`src/hw/lgc_consts.vh`:
```
// Purpose: constants of the low-side gate channel control block
// Assumes: 100 MHz logic clock, 16-bit serial frames, six channels
// Notes:   times are given in their own unit, cycle counts derive from them
//
// What this block does
// RQ1: six independent channels, each with control, fault path and configuration store
// RQ2: gate high only while reset inactive and no battery short latched
// RQ3: gate request is channel pin input OR serial gate bit
// RQ4: serial gate bits read zero after power-on and after reset
// RQ5: host keeps the unused source of each channel low
// RQ6: one output control write updates all serial gate bits together
// RQ7: serial input sampled on rising serial clock while select low
// RQ8: serial output changes on falling serial clock, shifting fault data
// RQ9: while select low, serial output driven and input accepted
// RQ10: while select high, output tristated, serial input and clock ignored
// RQ11: shifted word written to its register only on select rising edge
// RQ12: host reads back latched fault status of every channel
// RQ13: qualified reset returns registers to power-on values, forces gates low
// RQ14: qualified reset clears faults and fault bits, sets logic reset flag
// RQ15: after reset undervoltage and overtemp flags show live detector outputs
// RQ16: reset glitch filter ignores low pulses shorter than glitch time
// RQ17: per-channel fault mask ignores detector output, any combination
// RQ18: per channel: one of two ground and eight battery short thresholds
// RQ19: per channel: one of four on and four off blank times
// RQ20: one shared retry timer serves automatic re-enable after battery shorts; the code keeps one shared timer per retry period select
// RQ21: gate on monitors battery short; gate off enables bias, checks ground/open
// RQ22: battery short threshold select sits in configuration bits 1 to 3
// RQ23: on-state blank select sits in configuration bits 4 and 5
// RQ24: with retry enabled, tripped channel stays off until retry expiry
// RQ25: fault detection disabled while reset low or channel masked
// RQ26: pin inputs and reset synchronised to the logic clock before use
// RQ27: reset pulse width and glitch time counted as clock cycles low
`ifndef LGC_CONSTS_VH
`define LGC_CONSTS_VH

`define LGC_N_CH          6
`define LGC_FRAME_BITS    16
`define LGC_CFG_BITS      12
// frame layout: address in the top nibble, data below
`define LGC_ADDR_HI       15
`define LGC_ADDR_LO       12
`define LGC_A_OUTCTL      4'h0
`define LGC_A_MASK        4'h1
`define LGC_A_CFG0        4'h2
`define LGC_A_FR1         4'h8
// configuration register fields
`define LGC_CF_STG        0
`define LGC_CF_SB_LO      1
`define LGC_CF_SB_HI      3
`define LGC_CF_TON_LO     4
`define LGC_CF_TON_HI     5
`define LGC_CF_TOF_LO     6
`define LGC_CF_TOF_HI     7
`define LGC_CF_RT0        10
`define LGC_CF_RT1        11

`define LGC_CLK_NS        10
`define LGC_BLANK_ON0_US  5
`define LGC_BLANK_ON1_US  14
`define LGC_BLANK_ON2_US  28
`define LGC_BLANK_ON3_US  56
`define LGC_BLANK_OFF0_US 80
`define LGC_BLANK_OFF1_US 140
`define LGC_BLANK_OFF2_US 280
`define LGC_BLANK_OFF3_US 4000
`define LGC_FILTER_NS     2000
`define LGC_RETRY_S_MS    10
`define LGC_RETRY_L_MS    55
`define LGC_RGF_NS        1000
`define LGC_RST_MIN_NS    5000

`define LGC_US2CYC(t)     ((t) * 1000 / `LGC_CLK_NS)
`define LGC_MS2CYC(t)     ((t) * 1000000 / `LGC_CLK_NS)
`define LGC_FILTER_CYC    ((`LGC_FILTER_NS + `LGC_CLK_NS - 1) / `LGC_CLK_NS)
`define LGC_RGF_CYC       ((`LGC_RGF_NS + `LGC_CLK_NS - 1) / `LGC_CLK_NS)
`define LGC_RST_MIN_CYC   ((`LGC_RST_MIN_NS + `LGC_CLK_NS - 1) / `LGC_CLK_NS)

`endif

```
`src/hw/lgc_sync.v`:
```
// Purpose: two-flop synchroniser for a group of asynchronous levels
// Assumes: each bit is an independent level
// Notes:   stage one is read only by stage two
`timescale 1ns/100ps
module lgc_sync #(
  parameter W = 1
) (
  input  wire         clk, // sampling clock
  input  wire [W-1:0] d,   // asynchronous levels
  output reg  [W-1:0] q    // synchronised levels
);
  reg [W-1:0] meta;

  // plain double flop; no reset so the chain settles on its own
  always @(posedge clk) begin
    meta <= d;
    q    <= meta;
  end
endmodule // lgc_sync

```
`src/hw/lgc_channel_ctrl.v`:
```
// Purpose: six-channel low-side gate control with serial slave port
// Assumes: serial clock idles low, frames are 16 bits, msb first
// Notes:   analog comparators and bias sources live outside this block
`timescale 1ns/100ps
`include "lgc_consts.vh"
module lgc_channel_ctrl #(
  parameter N_CH    = `LGC_N_CH,
  parameter BLK_ON0 = `LGC_US2CYC(`LGC_BLANK_ON0_US),
  parameter BLK_ON1 = `LGC_US2CYC(`LGC_BLANK_ON1_US),
  parameter BLK_ON2 = `LGC_US2CYC(`LGC_BLANK_ON2_US),
  parameter BLK_ON3 = `LGC_US2CYC(`LGC_BLANK_ON3_US),
  parameter BLK_OF0 = `LGC_US2CYC(`LGC_BLANK_OFF0_US),
  parameter BLK_OF1 = `LGC_US2CYC(`LGC_BLANK_OFF1_US),
  parameter BLK_OF2 = `LGC_US2CYC(`LGC_BLANK_OFF2_US),
  parameter BLK_OF3 = `LGC_US2CYC(`LGC_BLANK_OFF3_US),
  parameter FILT    = `LGC_FILTER_CYC,
  parameter RETRY_S = `LGC_MS2CYC(`LGC_RETRY_S_MS),
  parameter RETRY_L = `LGC_MS2CYC(`LGC_RETRY_L_MS),
  parameter RGF_CYC = `LGC_RGF_CYC,
  parameter RST_MIN = `LGC_RST_MIN_CYC
) (
  input  wire              ref_clk,            // logic clock, 100 MHz
  input  wire              reset,              // power-on reset, sync, high
  input  wire              reset_low_in,       // reset pin, active low
  input  wire [N_CH-1:0]   channel_pin_input,  // parallel gate requests
  input  wire [N_CH-1:0]   stb_detect,         // battery short comparators
  input  wire [N_CH-1:0]   stg_detect,         // ground short comparators
  input  wire [N_CH-1:0]   open_detect,        // open load comparators
  input  wire              uv_detect,          // undervoltage detector
  input  wire              ot_detect,          // overtemperature detector
  input  wire              spi_sck,            // serial clock
  input  wire              spi_cs_n,           // chip select, active low
  input  wire              spi_sdi,            // serial data in
  output reg               spi_sdo,            // serial data out
  output wire              spi_sdo_oe_n,       // low while sdo is driven
  output wire [N_CH-1:0]   gate_drive_out,     // gate requests to drivers
  output wire [N_CH-1:0]   diag_bias_en,       // off-state bias enables
  output wire [N_CH-1:0]   stg_thr_sel,        // ground threshold selects
  output wire [3*N_CH-1:0] battery_short_threshold_sel // 3 bits per channel
);
  localparam FB = `LGC_FRAME_BITS;
  localparam CB = `LGC_CFG_BITS;
  localparam [18:0] FILT_M1 = FILT - 1;
  localparam [18:0] FILT_C  = FILT;
  localparam [22:0] RS_M1   = RETRY_S - 1;
  localparam [22:0] RL_M1   = RETRY_L - 1;
  localparam [15:0] RGF_C   = RGF_CYC;
  localparam [15:0] RST_C   = RST_MIN;

  // RQ26 synchronise pins
  wire [5:0]      ctl_s;
  wire [N_CH-1:0] pin_s;
  wire [N_CH-1:0] stb_s;
  wire [N_CH-1:0] stg_s;
  wire [N_CH-1:0] ol_s;
  lgc_sync #(.W(6)) u_sync_ctl (
    .clk (ref_clk),
    .d   ({reset_low_in, spi_sck, spi_cs_n, spi_sdi, uv_detect, ot_detect}),
    .q   (ctl_s)
  );
  lgc_sync #(.W(N_CH)) u_sync_pin (
    .clk (ref_clk),
    .d   (channel_pin_input),
    .q   (pin_s)
  );
  lgc_sync #(.W(3*N_CH)) u_sync_det (
    .clk (ref_clk),
    .d   ({stb_detect, stg_detect, open_detect}),
    .q   ({stb_s, stg_s, ol_s})
  );
  wire rpin_s = ctl_s[5];
  wire sck_s  = ctl_s[4];
  wire cs_s   = ctl_s[3];
  wire sdi_s  = ctl_s[2];
  wire uv_s   = ctl_s[1];
  wire ot_s   = ctl_s[0];

  // reset pin filter: low-time counter saturating at the qualify count
  reg  [15:0] rlo_cnt;
  wire        rst_act;
  wire        rst_qual;
  wire        clr;
  // RQ27 count low cycles
  always @(posedge ref_clk) begin
    if (reset || rpin_s) begin
      rlo_cnt <= 16'h0000;
    end else if (rlo_cnt != RST_C) begin
      rlo_cnt <= rlo_cnt + 16'h0001;
    end
  end
  // RQ16 ignore short glitches
  assign rst_act  = (rlo_cnt >= RGF_C);
  // RQ13 qualified reset level
  assign rst_qual = (rlo_cnt == RST_C);
  assign clr      = reset | rst_qual;

  // serial edge detection on synchronised copies of the pins
  reg  sck_d;
  reg  cs_d;
  always @(posedge ref_clk) begin
    sck_d <= sck_s;
    cs_d  <= cs_s;
  end
  // RQ10 clock ignored while deselected
  wire sck_rise = sck_s & ~sck_d & ~cs_s;
  wire sck_fall = ~sck_s & sck_d & ~cs_s;
  wire cs_fall  = cs_d & ~cs_s;
  wire cs_rise  = ~cs_d & cs_s;
  // RQ9 drive sdo only while selected
  assign spi_sdo_oe_n = cs_s;

  reg  [FB-1:0]   sh_in;
  reg  [FB-1:0]   sh_out;
  reg  [4:0]      bit_cnt;
  reg             fr1_sel;
  reg  [N_CH-1:0] gbit;
  reg  [N_CH-1:0] mask;
  reg  [CB-1:0]   cfg [0:N_CH-1];
  reg  [N_CH-1:0] f_stb;
  reg  [N_CH-1:0] f_stg;
  reg  [N_CH-1:0] f_ol;
  reg             lr;
  wire [N_CH-1:0] stb_l;
  wire [N_CH-1:0] stg_l;
  wire [N_CH-1:0] ol_l;
  wire [N_CH-1:0] wait_rt;
  wire [N_CH-1:0] rt0v;
  wire [3:0]      waddr = sh_in[`LGC_ADDR_HI:`LGC_ADDR_LO];
  wire [CB-1:0]   wdata = sh_in[CB-1:0];
  // RQ11 commit only on select rising edge with a full frame
  wire            commit = cs_rise & (bit_cnt == FB[4:0]) & ~rst_act;
  wire            wr_g   = commit & (waddr == `LGC_A_OUTCTL);
  // RQ12 two fault words, the second picked by the previous frame
  wire [FB-1:0]   fr0 = {lr, uv_s, ot_s, 1'b0, f_stg, f_stb};
  wire [FB-1:0]   fr1 = {10'h000, f_ol};
  wire [FB-1:0]   reply = fr1_sel ? fr1 : fr0;
  integer k;

  // shift engine
  always @(posedge ref_clk) begin
    if (reset) begin
      sh_in   <= 16'h0000;
      sh_out  <= 16'h0000;
      bit_cnt <= 5'h00;
      spi_sdo <= 1'b0;
    end else if (cs_fall) begin
      bit_cnt <= 5'h00;
      sh_out  <= {reply[FB-2:0], 1'b0};
      spi_sdo <= reply[FB-1];
    end else begin
      // RQ7 sample sdi on rising sck
      if (sck_rise) begin
        sh_in <= {sh_in[FB-2:0], sdi_s};
        if (bit_cnt != 5'h1f) begin
          bit_cnt <= bit_cnt + 5'h01;
        end
      end
      // RQ8 shift fault data out on falling sck
      if (sck_fall) begin
        spi_sdo <= sh_out[FB-1];
        sh_out  <= {sh_out[FB-2:0], 1'b0};
      end
    end
  end

  // register file; qualified reset restores power-on values
  always @(posedge ref_clk) begin
    // RQ4 RQ13 clear gate bits and config
    if (clr) begin
      gbit    <= {N_CH{1'b0}};
      mask    <= {N_CH{1'b0}};
      fr1_sel <= 1'b0;
      for (k = 0; k < N_CH; k = k + 1) begin
        cfg[k] <= 12'h000;
      end
    end else if (commit) begin
      fr1_sel <= (waddr == `LGC_A_FR1);
      // RQ6 all gate bits in one write
      if (wr_g) begin
        gbit <= wdata[N_CH-1:0];
      end
      // RQ17 per-channel mask bits
      if (waddr == `LGC_A_MASK) begin
        mask <= wdata[N_CH-1:0];
      end
      // RQ18 RQ19 per-channel config words
      for (k = 0; k < N_CH; k = k + 1) begin
        if (waddr == (`LGC_A_CFG0 + k[3:0])) begin
          cfg[k] <= wdata;
        end
      end
    end
  end

  // fault report bits: set wins over the clear of a finished transfer
  always @(posedge ref_clk) begin
    // RQ14 clear faults, set logic reset flag
    if (clr) begin
      f_stb <= {N_CH{1'b0}};
      f_stg <= {N_CH{1'b0}};
      f_ol  <= {N_CH{1'b0}};
      lr    <= 1'b1;
    end else begin
      f_stb <= stb_l | (f_stb & {N_CH{~cs_rise}});
      f_stg <= stg_l | (f_stg & {N_CH{~cs_rise}});
      f_ol  <= ol_l | (f_ol & {N_CH{~cs_rise}});
      lr    <= lr & ~cs_rise;
    end
  end
  // RQ15 flags in fr0 read live detector levels, never cleared

  // RQ20 shared retry timers, one per period select
  reg  [22:0] rt_s_cnt;
  reg  [22:0] rt_l_cnt;
  wire        any_s  = |(wait_rt & ~rt0v);
  wire        any_l  = |(wait_rt & rt0v);
  wire        tick_s = any_s & (rt_s_cnt == RS_M1);
  wire        tick_l = any_l & (rt_l_cnt == RL_M1);
  // a late joiner may see a short first wait; accepted to share the timer
  always @(posedge ref_clk) begin
    if (clr || !any_s || tick_s) begin
      rt_s_cnt <= 23'h00_0000;
    end else begin
      rt_s_cnt <= rt_s_cnt + 23'h00_0001;
    end
    if (clr || !any_l || tick_l) begin
      rt_l_cnt <= 23'h00_0000;
    end else begin
      rt_l_cnt <= rt_l_cnt + 23'h00_0001;
    end
  end

  // RQ1 one copy of the channel logic per output
  genvar i;
  generate
    for (i = 0; i < N_CH; i = i + 1) begin : g_ch
      wire [CB-1:0] c    = cfg[i];
      wire          cmd  = pin_s[i] | gbit[i];
      // RQ25 detection off in reset or mask
      wire          den  = ~rst_act & ~mask[i];
      reg           on_q;
      reg           stb_q;
      reg           stg_q;
      reg           ol_q;
      reg           bias;
      reg  [18:0]   blk;
      reg  [18:0]   flt;
      reg  [18:0]   blk_load;
      // RQ2 RQ3 RQ24 gate request
      wire          nxt  = cmd & ~rst_act & ~stb_q;
      wire          chg  = (nxt != on_q);
      wire          hit_on  = on_q & stb_s[i];
      wire          hit_off = ~on_q & (stg_s[i] | ol_s[i]);
      wire          cond = den & ~chg & (blk == 19'h0_0000) & (hit_on | hit_off);
      wire          trip = cond & (flt == FILT_M1);
      wire          rt_tick = c[`LGC_CF_RT0] ? tick_l : tick_s;

      // RQ19 RQ23 blank time pick by gate direction
      always @* begin
        blk_load = 19'h0_0000;
        case ({nxt, nxt ? c[`LGC_CF_TON_HI:`LGC_CF_TON_LO]
                        : c[`LGC_CF_TOF_HI:`LGC_CF_TOF_LO]})
          3'h4:    blk_load = BLK_ON0[18:0];
          3'h5:    blk_load = BLK_ON1[18:0];
          3'h6:    blk_load = BLK_ON2[18:0];
          3'h7:    blk_load = BLK_ON3[18:0];
          3'h0:    blk_load = BLK_OF0[18:0];
          3'h1:    blk_load = BLK_OF1[18:0];
          3'h2:    blk_load = BLK_OF2[18:0];
          3'h3:    blk_load = BLK_OF3[18:0];
          default: blk_load = 19'h0_0000;
        endcase
      end

      always @(posedge ref_clk) begin
        if (clr) begin
          on_q  <= 1'b0;
          bias  <= 1'b0;
          blk   <= 19'h0_0000;
          flt   <= 19'h0_0000;
          stb_q <= 1'b0;
          stg_q <= 1'b0;
          ol_q  <= 1'b0;
        end else begin
          on_q <= nxt;
          // RQ21 bias on while gate off and detection enabled
          bias <= ~nxt & den;
          // blank counter restarts on every gate edge
          if (chg) begin
            blk <= blk_load;
          end else if (blk != 19'h0_0000) begin
            blk <= blk - 19'h0_0001;
          end
          // filter: detector must stay set FILT cycles after blanking
          if (!cond) begin
            flt <= 19'h0_0000;
          end else if (flt != FILT_C) begin
            flt <= flt + 19'h0_0001;
          end
          // off-state latches drop at the end of a clean off blank
          if (~on_q && ~chg && blk == 19'h0_0001) begin
            if (!stg_s[i]) begin
              stg_q <= 1'b0;
            end
            if (!ol_s[i]) begin
              ol_q <= 1'b0;
            end
          end
          // serial gate bit written zero or retry expiry releases a battery short
          if ((wr_g && !wdata[i]) || (stb_q && c[`LGC_CF_RT1] && rt_tick)) begin
            stb_q <= 1'b0;
          end
          // RQ21 on-state battery check, off-state ground and open
          if (trip && on_q) begin
            stb_q <= 1'b1;
          end
          if (trip && !on_q) begin
            stg_q <= stg_q | stg_s[i];
            ol_q  <= ol_q | ol_s[i];
          end
        end
      end

      assign gate_drive_out[i] = on_q;
      assign diag_bias_en[i]   = bias;
      assign stb_l[i]          = stb_q;
      assign stg_l[i]          = stg_q;
      assign ol_l[i]           = ol_q;
      // RQ24 retry wait holds gate off
      assign wait_rt[i]        = stb_q & c[`LGC_CF_RT1];
      assign rt0v[i]           = c[`LGC_CF_RT0];
      // RQ18 RQ22 threshold selects out to analog
      assign stg_thr_sel[i]    = c[`LGC_CF_STG];
      assign battery_short_threshold_sel[3*i+2:3*i] = c[`LGC_CF_SB_HI:`LGC_CF_SB_LO];
    end
  endgenerate
endmodule // lgc_channel_ctrl

```
`config.mk`:
```
export PLATFORM = sky130hd
export DESIGN_NAME = lgc_channel_ctrl
export DESIGN_NICKNAME = d
export VERILOG_FILES = /design/src/hw/lgc_sync.v /design/src/hw/lgc_channel_ctrl.v
export VERILOG_INCLUDE_DIRS = /design/src /design/src/hw
export SDC_FILE = /design/constraint.sdc
export NUM_CORES = 1
export LEC_CHECK = 0
export BUFFER_PORTS_ARGS = -buffer_cell sky130_fd_sc_hd__buf_2
export CAP_MARGIN = 40
export CELL_PAD_IN_SITES_DETAIL_PLACEMENT = 1
export CELL_PAD_IN_SITES_GLOBAL_PLACEMENT = 1
export CORE_ASPECT_RATIO = 1.25
export CORE_MARGIN = 5
export CORE_UTILIZATION = 40
export CTS_CLUSTER_SIZE = 25
export DETAILED_ROUTE_END_ITERATION = 8
export GPL_ROUTABILITY_DRIVEN = 1
export PLACE_DENSITY_LB_ADDON = 0.25
export SKIP_CTS_REPAIR_TIMING = 1
export SYNTH_ARGS = -nofsm -noshare
export SYNTH_HDL_FRONTEND = slang
export SYNTH_HIERARCHICAL = 1
export SYNTH_SLANG_ARGS = --single-unit
```
`constraint.sdc`:
```
create_clock -name ref_clk -period 2.7 [get_ports ref_clk]
set_input_delay 0.54 -clock ref_clk [delete_from_list [all_inputs] [get_ports ref_clk]]
set_output_delay 0.54 -clock ref_clk [all_outputs]
set_load 0.05 [all_outputs]
```
Word level (Yosys, flattened, before mapping)
Memories as Yosys holds them, arrays and structs flattened.
Index checks and enable logic that the tools add are counted.
- ROM bits: 720
- memories kept: 7
- bits of input ports: 32
- register bits after elaboration: 451
- output and inout bits: 38
- bits in writable memories: 72
- memories (name ; words ; width ; rd ports ; clocked after memory_dff ; wr ports ; RTL line ; source):
    (no name shown) ; 8 ; 15 ; 1 ; 0 ; 0 ; lgc_channel_ctrl.v:261 ; case ({nxt, nxt ? c[`LGC_CF_TON_HI:`LGC_CF_TON_LO]
    (no name shown) ; 8 ; 15 ; 1 ; 0 ; 0 ; lgc_channel_ctrl.v:261 ;
    (no name shown) ; 8 ; 15 ; 1 ; 0 ; 0 ; lgc_channel_ctrl.v:261 ;
    (no name shown) ; 8 ; 15 ; 1 ; 0 ; 0 ; lgc_channel_ctrl.v:261 ;
    (no name shown) ; 8 ; 15 ; 1 ; 0 ; 0 ; lgc_channel_ctrl.v:261 ;
    (no name shown) ; 8 ; 15 ; 1 ; 0 ; 0 ; lgc_channel_ctrl.v:261 ;
    1 more memories ; - ; - ; - ; - ; - ; - ;
- bitwise operators: 167
- add/subtract/negate cells: 16
- mux-type cells: 109
- order comparisons: 1
- eq/ne operators: 50
- reductions and logical operators: 124
- operators with widths (kind ; number):
    19-bit 2-to-1 mux ; 12
    19-bit by 1-bit adder with 19-bit output (second input constant) ; 6
    19-bit by 1-bit equality test with 1-bit output (second input constant) ; 6
    19-bit by 8-bit equality test with 1-bit output (second input constant) ; 6
    19-bit zero test ; 6
    19-bit by 8-bit != test with 1-bit output (second input constant) ; 6
    19-bit nonzero test ; 6
    19-bit by 1-bit subtractor with 19-bit output (second input constant) ; 6
    1-bit 2-to-1 mux ; 82
    1-bit bitwise AND ; 78
    12-bit 2-to-1 mux ; 6
    16-bit 2-to-1 mux ; 3
    23-bit by 1-bit adder with 23-bit output (second input constant) ; 2
    1-bit inverter ; 43
    1-bit logical AND ; 42
    2-bit nonzero test ; 19
    1-bit bitwise OR ; 37
    2-bit AND reduction ; 16
    6-bit bitwise AND ; 5
    2-bit != test (second input constant) ; 12
    23-bit by 20-bit equality test with 1-bit output (second input constant) ; 1
    23-bit equality test (second input constant) ; 1
    6-bit bitwise OR ; 3
    16-bit by 1-bit adder with 16-bit output (second input constant) ; 1
    other kinds (18) ; 62

Logic depth before layout (Yosys ltp)
- word-level depth: 13
- mapped depth: 12

Cells and area by module
The synthesis kept the hierarchy.
- modules (own cells, without submodules) (module ; instances ; cells an instance ; area each (um^2) ; sequential area each (um^2)):
    lgc_channel_ctrl ; 1 ; 2564 ; 22342.7 ; 9629.2
    lgc_sync (u_sync_det) ; 1 ; 36 ; 720.7 ; 720.7
    lgc_sync (u_sync_ctl ...) ; 2 ; 12 ; 240.2 ; 240.2

Least setup slack after synthesis
No wires, ideal clock.
- path kind: reg-to-reg
- from: register rlo_cnt[9]
- to: memory cfg[2][0] (netlist bit), enable pin
- clock period less this slack: 2950 ps
- data required time: 2309 ps
- buffers on the path: 2
- stages on the path, launching flop included: 7
- setup slack: -250 ps
- data arrival time: 2559 ps
- cell sequence: dfxtp_1 -> nor3_1 -> nand4_1 -> buf_2 -> buf_2 -> or3_1 -> o21ai_0
- RTL lines (element ; RTL line ; source):
    start, declared ; lgc_channel_ctrl.v:79 ; reg [15:0] rlo_cnt;
    start signal, assigned ; lgc_channel_ctrl.v:88 ; rlo_cnt <= rlo_cnt + 16'h0001;
    end, declared ; lgc_channel_ctrl.v:118 ; reg [CB-1:0] cfg [0:N_CH-1];

Worst setup path after layout
- from: register rlo_cnt[11]
- to: register g_ch[2].flt[8]
- cells in the longest elaborated chain, start to end: 11
- RTL lines (element ; RTL line ; source):
    16-bit by 7-bit >= comparator with 1-bit output ; lgc_channel_ctrl.v:92 ; assign rst_act = (rlo_cnt >= RGF_C);
    1-bit inverter ; lgc_channel_ctrl.v:240, lgc_channel_ctrl.v:250 ;
    1-bit bitwise AND (2 in a row) ; lgc_channel_ctrl.v:250 ; wire nxt = cmd & ~rst_act & ~stb_q;
    1-bit != test ; lgc_channel_ctrl.v:251 ; wire chg = (nxt != on_q);
    1-bit inverter ; lgc_channel_ctrl.v:254 ; wire cond = den & ~chg & (blk == 19'h0_0000) & (hit_on | hit_off);
    1-bit bitwise AND (3 in a row) ; lgc_channel_ctrl.v:254 ;
    1-bit inverter (no line) ; - ;
    2-bit OR reduction (no line) (*) ; - ;
    end signal, assigned ; lgc_channel_ctrl.v:298 ; flt <= flt + 19'h0_0001;
    end, declared ; lgc_channel_ctrl.v:247 ; reg [18:0] flt;
Every way passes the cells marked *; elsewhere a longest branch is shown, timed or not.
A chain may end at the register's enable or synchronous reset.

==> results by stage <==
Run status:
- The run finished, with violations left.
- The final reports fail on negative setup slack.

Detailed routing:
- After detailed routing, the average wire length per cell comes to 19.5 µm.
- The routed via count is 20100.
- The sum of routed wire length over all layers is 70000 µm.
- The number of nets with antenna violations after routing is 0.
- For this block, the initial DRC count from the detailed router was 1038.
- The number of iterations in the first detailed-routing pass is 5.
- In the routed design, unresolved DRC markers number 0.
- The ratio of routed vias to standard cells is 5.60.

Cells and area:
- The number of antenna repair diodes is 0.
- The layout has 6662 filler cells.
- In the final layout, the share of cells above drive strength 1 is 15.0%.
- The number of nets in the layout is 2880.
- In the final layout, the multi-input gates occupy 12100 µm².
- The sequential cell area is 10800 µm².
- Relative to the synthesized area, the layout overhead comes to 18.3%.
- The utilization of the core after routing is 47.7%.
- After the flow finishes, the layout carries non-filler instances totaling 3583.

Clocking:
- The total CTS buffers is 54.
- The clock passes through at most 3 buffers.
- The clock net in this run drives a total of 511 sinks.
- The TritonCTS clock tree is built.
- The clock tree synthesis step divided the H-tree into 2 levels.
- The root buffer cell is clkbuf_16.
- The clock reaches the later pin of the worst-skew pair after 610 ps.
- The clock transition time at the flip-flop clock pins of the worst setup and hold paths is 60 ps.

Yosys:
- The post-synthesis async set-or-reset flop share is 0%.
- The synthesized area per cell is 8.97 µm².
- Counting instances in the post-synthesis netlist gives the leading cell types as dfxtp_1, nor2_1, nand2_1.
- Among all cell types in the netlist, the one instantiated most often is dfxtp_1.
- The number of nets in the synthesized netlist is 2723.
- Synthesis instantiated 81 different standard cells from the library.
- The netlist area before placement is 23500 µm².
- Synthesis inferred 511 register bits.
- The most used flip-flop cell after synthesis is dfxtp_1.
- After synthesis, the cell types taking the most area are dfxtp_1, edfxtp_1, nor2_1, xnor2_1, xor2_1.
- Summing the sequential cell areas from Yosys gives 46.0% of the chip area.
- The number of warnings printed during yosys synthesis is 6.
- The largest total area in the synthesized netlist belongs to dfxtp_1.
- The proportion of netlist area held by the largest area contributor is 38.3%.
- The cell count after synthesis is 2624.
- The number of synthesized flops with an enable pin is 60.

Flow run:
- The reported max-cap violation count is 0.

Worst setup path:
- In this design, the critical path's most frequently occurring cell is buf_4.
- The critical path is of the reg2reg type.
- The peak fanout along the critical path is 11.
- The number of cells on the worst reg-to-reg path is 14.
- The required time at the worst-slack endpoint is 3240 ps.
- The slowest stage cell on the critical path is dfxtp_2.
- STA classifies the critical path endpoint as a flop.
- The worst setup path is launched from a flop.
- For this run, the slowest stage of the critical path takes 340 ps.
- Data on the critical path arrives at its endpoint at 3300 ps.
- The critical path goes through nor4_4, buf_4, nand4_1, buf_4, nor2_4, inv_2, ha_4, nor2_1, o211ai_1, nor4_4, buf_4, nand2_4, buf_12, nor2_1.

Timing:
- Setup repair after global routing could not meet its margin everywhere.
- The number of setup violations in the final report is 17.
- Once routing completed, OpenROAD measured the worst setup slack at -65.3 ps.
- The number of failing hold endpoints at the final stage came to 0.
- Static timing analysis puts the maximum clock frequency at 362 MHz.
- The transition time at the pin with the least slew margin is 845 ps.
- The summed negative setup slack over all endpoints is -655 ps.
- The largest clock skew in the final design is 18.1 ps.
- The worst relative slew slack is 43.2%.
- The final count of pins violating max slew was 0.
- Dividing the final minimum period by the clock period gives 102%.
- Counting I/O delays and the setup requirement, the final critical path takes 2770 ps.

Place:
- The final weighted congestion in routability-driven placement is 0.863.
- The post-detailed-placement half-perimeter wirelength is 50400 µm.
- The total placed cells including tap cells is 3465.
- The count of buffers inserted at the top-level ports is 69.

GRT:
- The number of antenna violations at the first check in global routing is 1.
- The maximum number of pins on one net before global-route repair is 71.
- The first global-routing pass estimated 112000 µm of wire.
- Summed over all layers, the global routing overflow is 0.
- The via count of the first global-routing pass is 21400.
- The total global routing track utilization is 21.3%.

Die:
- In this run the core area contains 99 standard-cell rows.
- In this run the standard cell core region covers 58300 µm².
- The die area is 63800 µm².
- The die is 227 µm wide.
- The I/O pin count is 70.
- The effective utilization at floorplan is 40.4%.
- From bottom edge to top edge, the die measures 281 µm.

Min path:
- The type of the tightest min-delay check is in2reg.
- The worst hold path stage count is 1.

Power:
- Power spread over the standard cell area amounts to 670 nW/µm².
- The leakage power total is 9.88 nW.
- Across the VDD grid, the largest voltage drop is 577 µV.
## sequential cells by signal, indices dropped and copies added (netlist names), 15 cells and up
| register | count |
|---|---|
| rt_l_cnt | 23 |
| rlo_cnt | 16 |
| sh_out | 15 |
| sh_in | 16 |
| rt_s_cnt | 23 |
| u_sync_det/q | 18 |
| cfg | 60 |
| u_sync_det/meta | 18 |
| g_ch.blk | 114 |
| g_ch.flt | 114 |
## area by class of cell
cell class,count,area share (%)
Inverter,84,1.14
Sequential cell,511,38.9
Timing Repair Buffer,235,6.16
Tap cell,757,3.40
Clock buffer,90,6.23
Clock inverter,11,0.566
Multi-Input combinational cell,1895,43.6
## metal layers
metal,global-route usage (%),vias to the layer above,part of all wire (%)
met3,2.80,147,3.2
li1,-,9652,-
met4,7.35,0,3.5
met1,25.5,9966,42
met5,0,-,0
met2,39.1,308,51
## power breakdown
part           total, mW  switching [mW]  internal, mW  leakage [nW]
combinational       2.47            1.49         0.983          4.69
clock               7.84            3.11          4.74         0.931
sequential          8.35           0.344          8.01          4.25
## path summary, 6_finish.rpt
check	start	endpoint	slack [ps]
hold / removal	open_detect[4]	u_sync_det/meta[4]$_DFF_P_	30
hold reg to reg	u_sync_det/meta[13]$_DFF_P_	u_sync_det/q[13]$_DFF_P_	330
setup reg to reg	rlo_cnt[11]$_SDFFE_PP0N_	g_ch[2].flt[8]$_SDFFE_PP0P_	-70
setup / recovery	rlo_cnt[11]$_SDFFE_PP0N_	g_ch[2].flt[8]$_SDFFE_PP0P_	-70
## layout by cell type (no fill, tap or decap), types with 10 or more instances in the layout
cell / netlist / layout
o211ai_1: 24 / 24
nand4_1: 62 / 62
and4_1: 14 / 14
or2_2: 16 / 15
xnor2_1: 110 / 110
o21ai_0: 61 / 50
nand3b_1: 12 / 12
buf_6: 0 / 10
nand2b_1: 13 / 13
clkbuf_1: 72 / 16
nor4_1: 68 / 66
a21oi_1: 118 / 116
a31oi_1: 25 / 24
nand2_1: 208 / 207
nor3_2: 6 / 13
a211oi_1: 51 / 48
mux2i_1: 31 / 26
or3_1: 35 / 34
clkbuf_8: 0 / 14
nand3_1: 112 / 112
and3_1: 23 / 22
nor2_1: 326 / 320
nor3_1: 121 / 112
or4_1: 26 / 25
a21boi_0: 12 / 11
xor2_1: 102 / 102
ha_1: 67 / 58
inv_1: 79 / 77
edfxtp_1: 60 / 60
dfxtp_1: 451 / 449
clkbuf_16: 0 / 59
a311oi_1: 20 / 20
buf_2: 20 / 70
buf_4: 36 / 147
and2_1: 69 / 67
o21ai_1: 2 / 12
## logic make-up (layout without fill, tap and decap cells)
logic type / Yosys count / after routing / synth area share (%)
buf+inv: 218 / 420 / 4.16
compound gates: 407 / 407 / 11.4
mux: 32 / 32 / 1.37
xor+xnor: 212 / 212 / 7.89
fa+ha+maj: 67 / 67 / 3.56
flops: 511 / 511 / 46.0
simple gates: 1177 / 1177 / 25.6
## worst max-delay path: cells and delay by family, from the launching register on
kind	cells	cell delay (ps)
buffers and inverters	5	830
adders and majority gates	1	210
and+or+nand+nor	7	1190
AOI/OAI and AO/OA	1	140
DFF	1	340
## metrics by stage
| step | hold slack [ps] | worst slack (ps) | power [mW] | cell area, µm² |
|---|---|---|---|---|
| final | 25.8 | -65.3 | 18.7 | 27900 |
| after global routing | 0.585 | -166 | 19.5 | 27900 |
| after CTS | -8.90 | -278 | 18.8 | 27300 |
| after detailed placement | 313 | -230 | 10.9 | 25400 |
| after global placement | 310 | -129 | 10.8 | 25400 |
| after floorplan | 310 | 0.871 | 10.0 | 23600 |
Power figures use the tool's default switching activity.
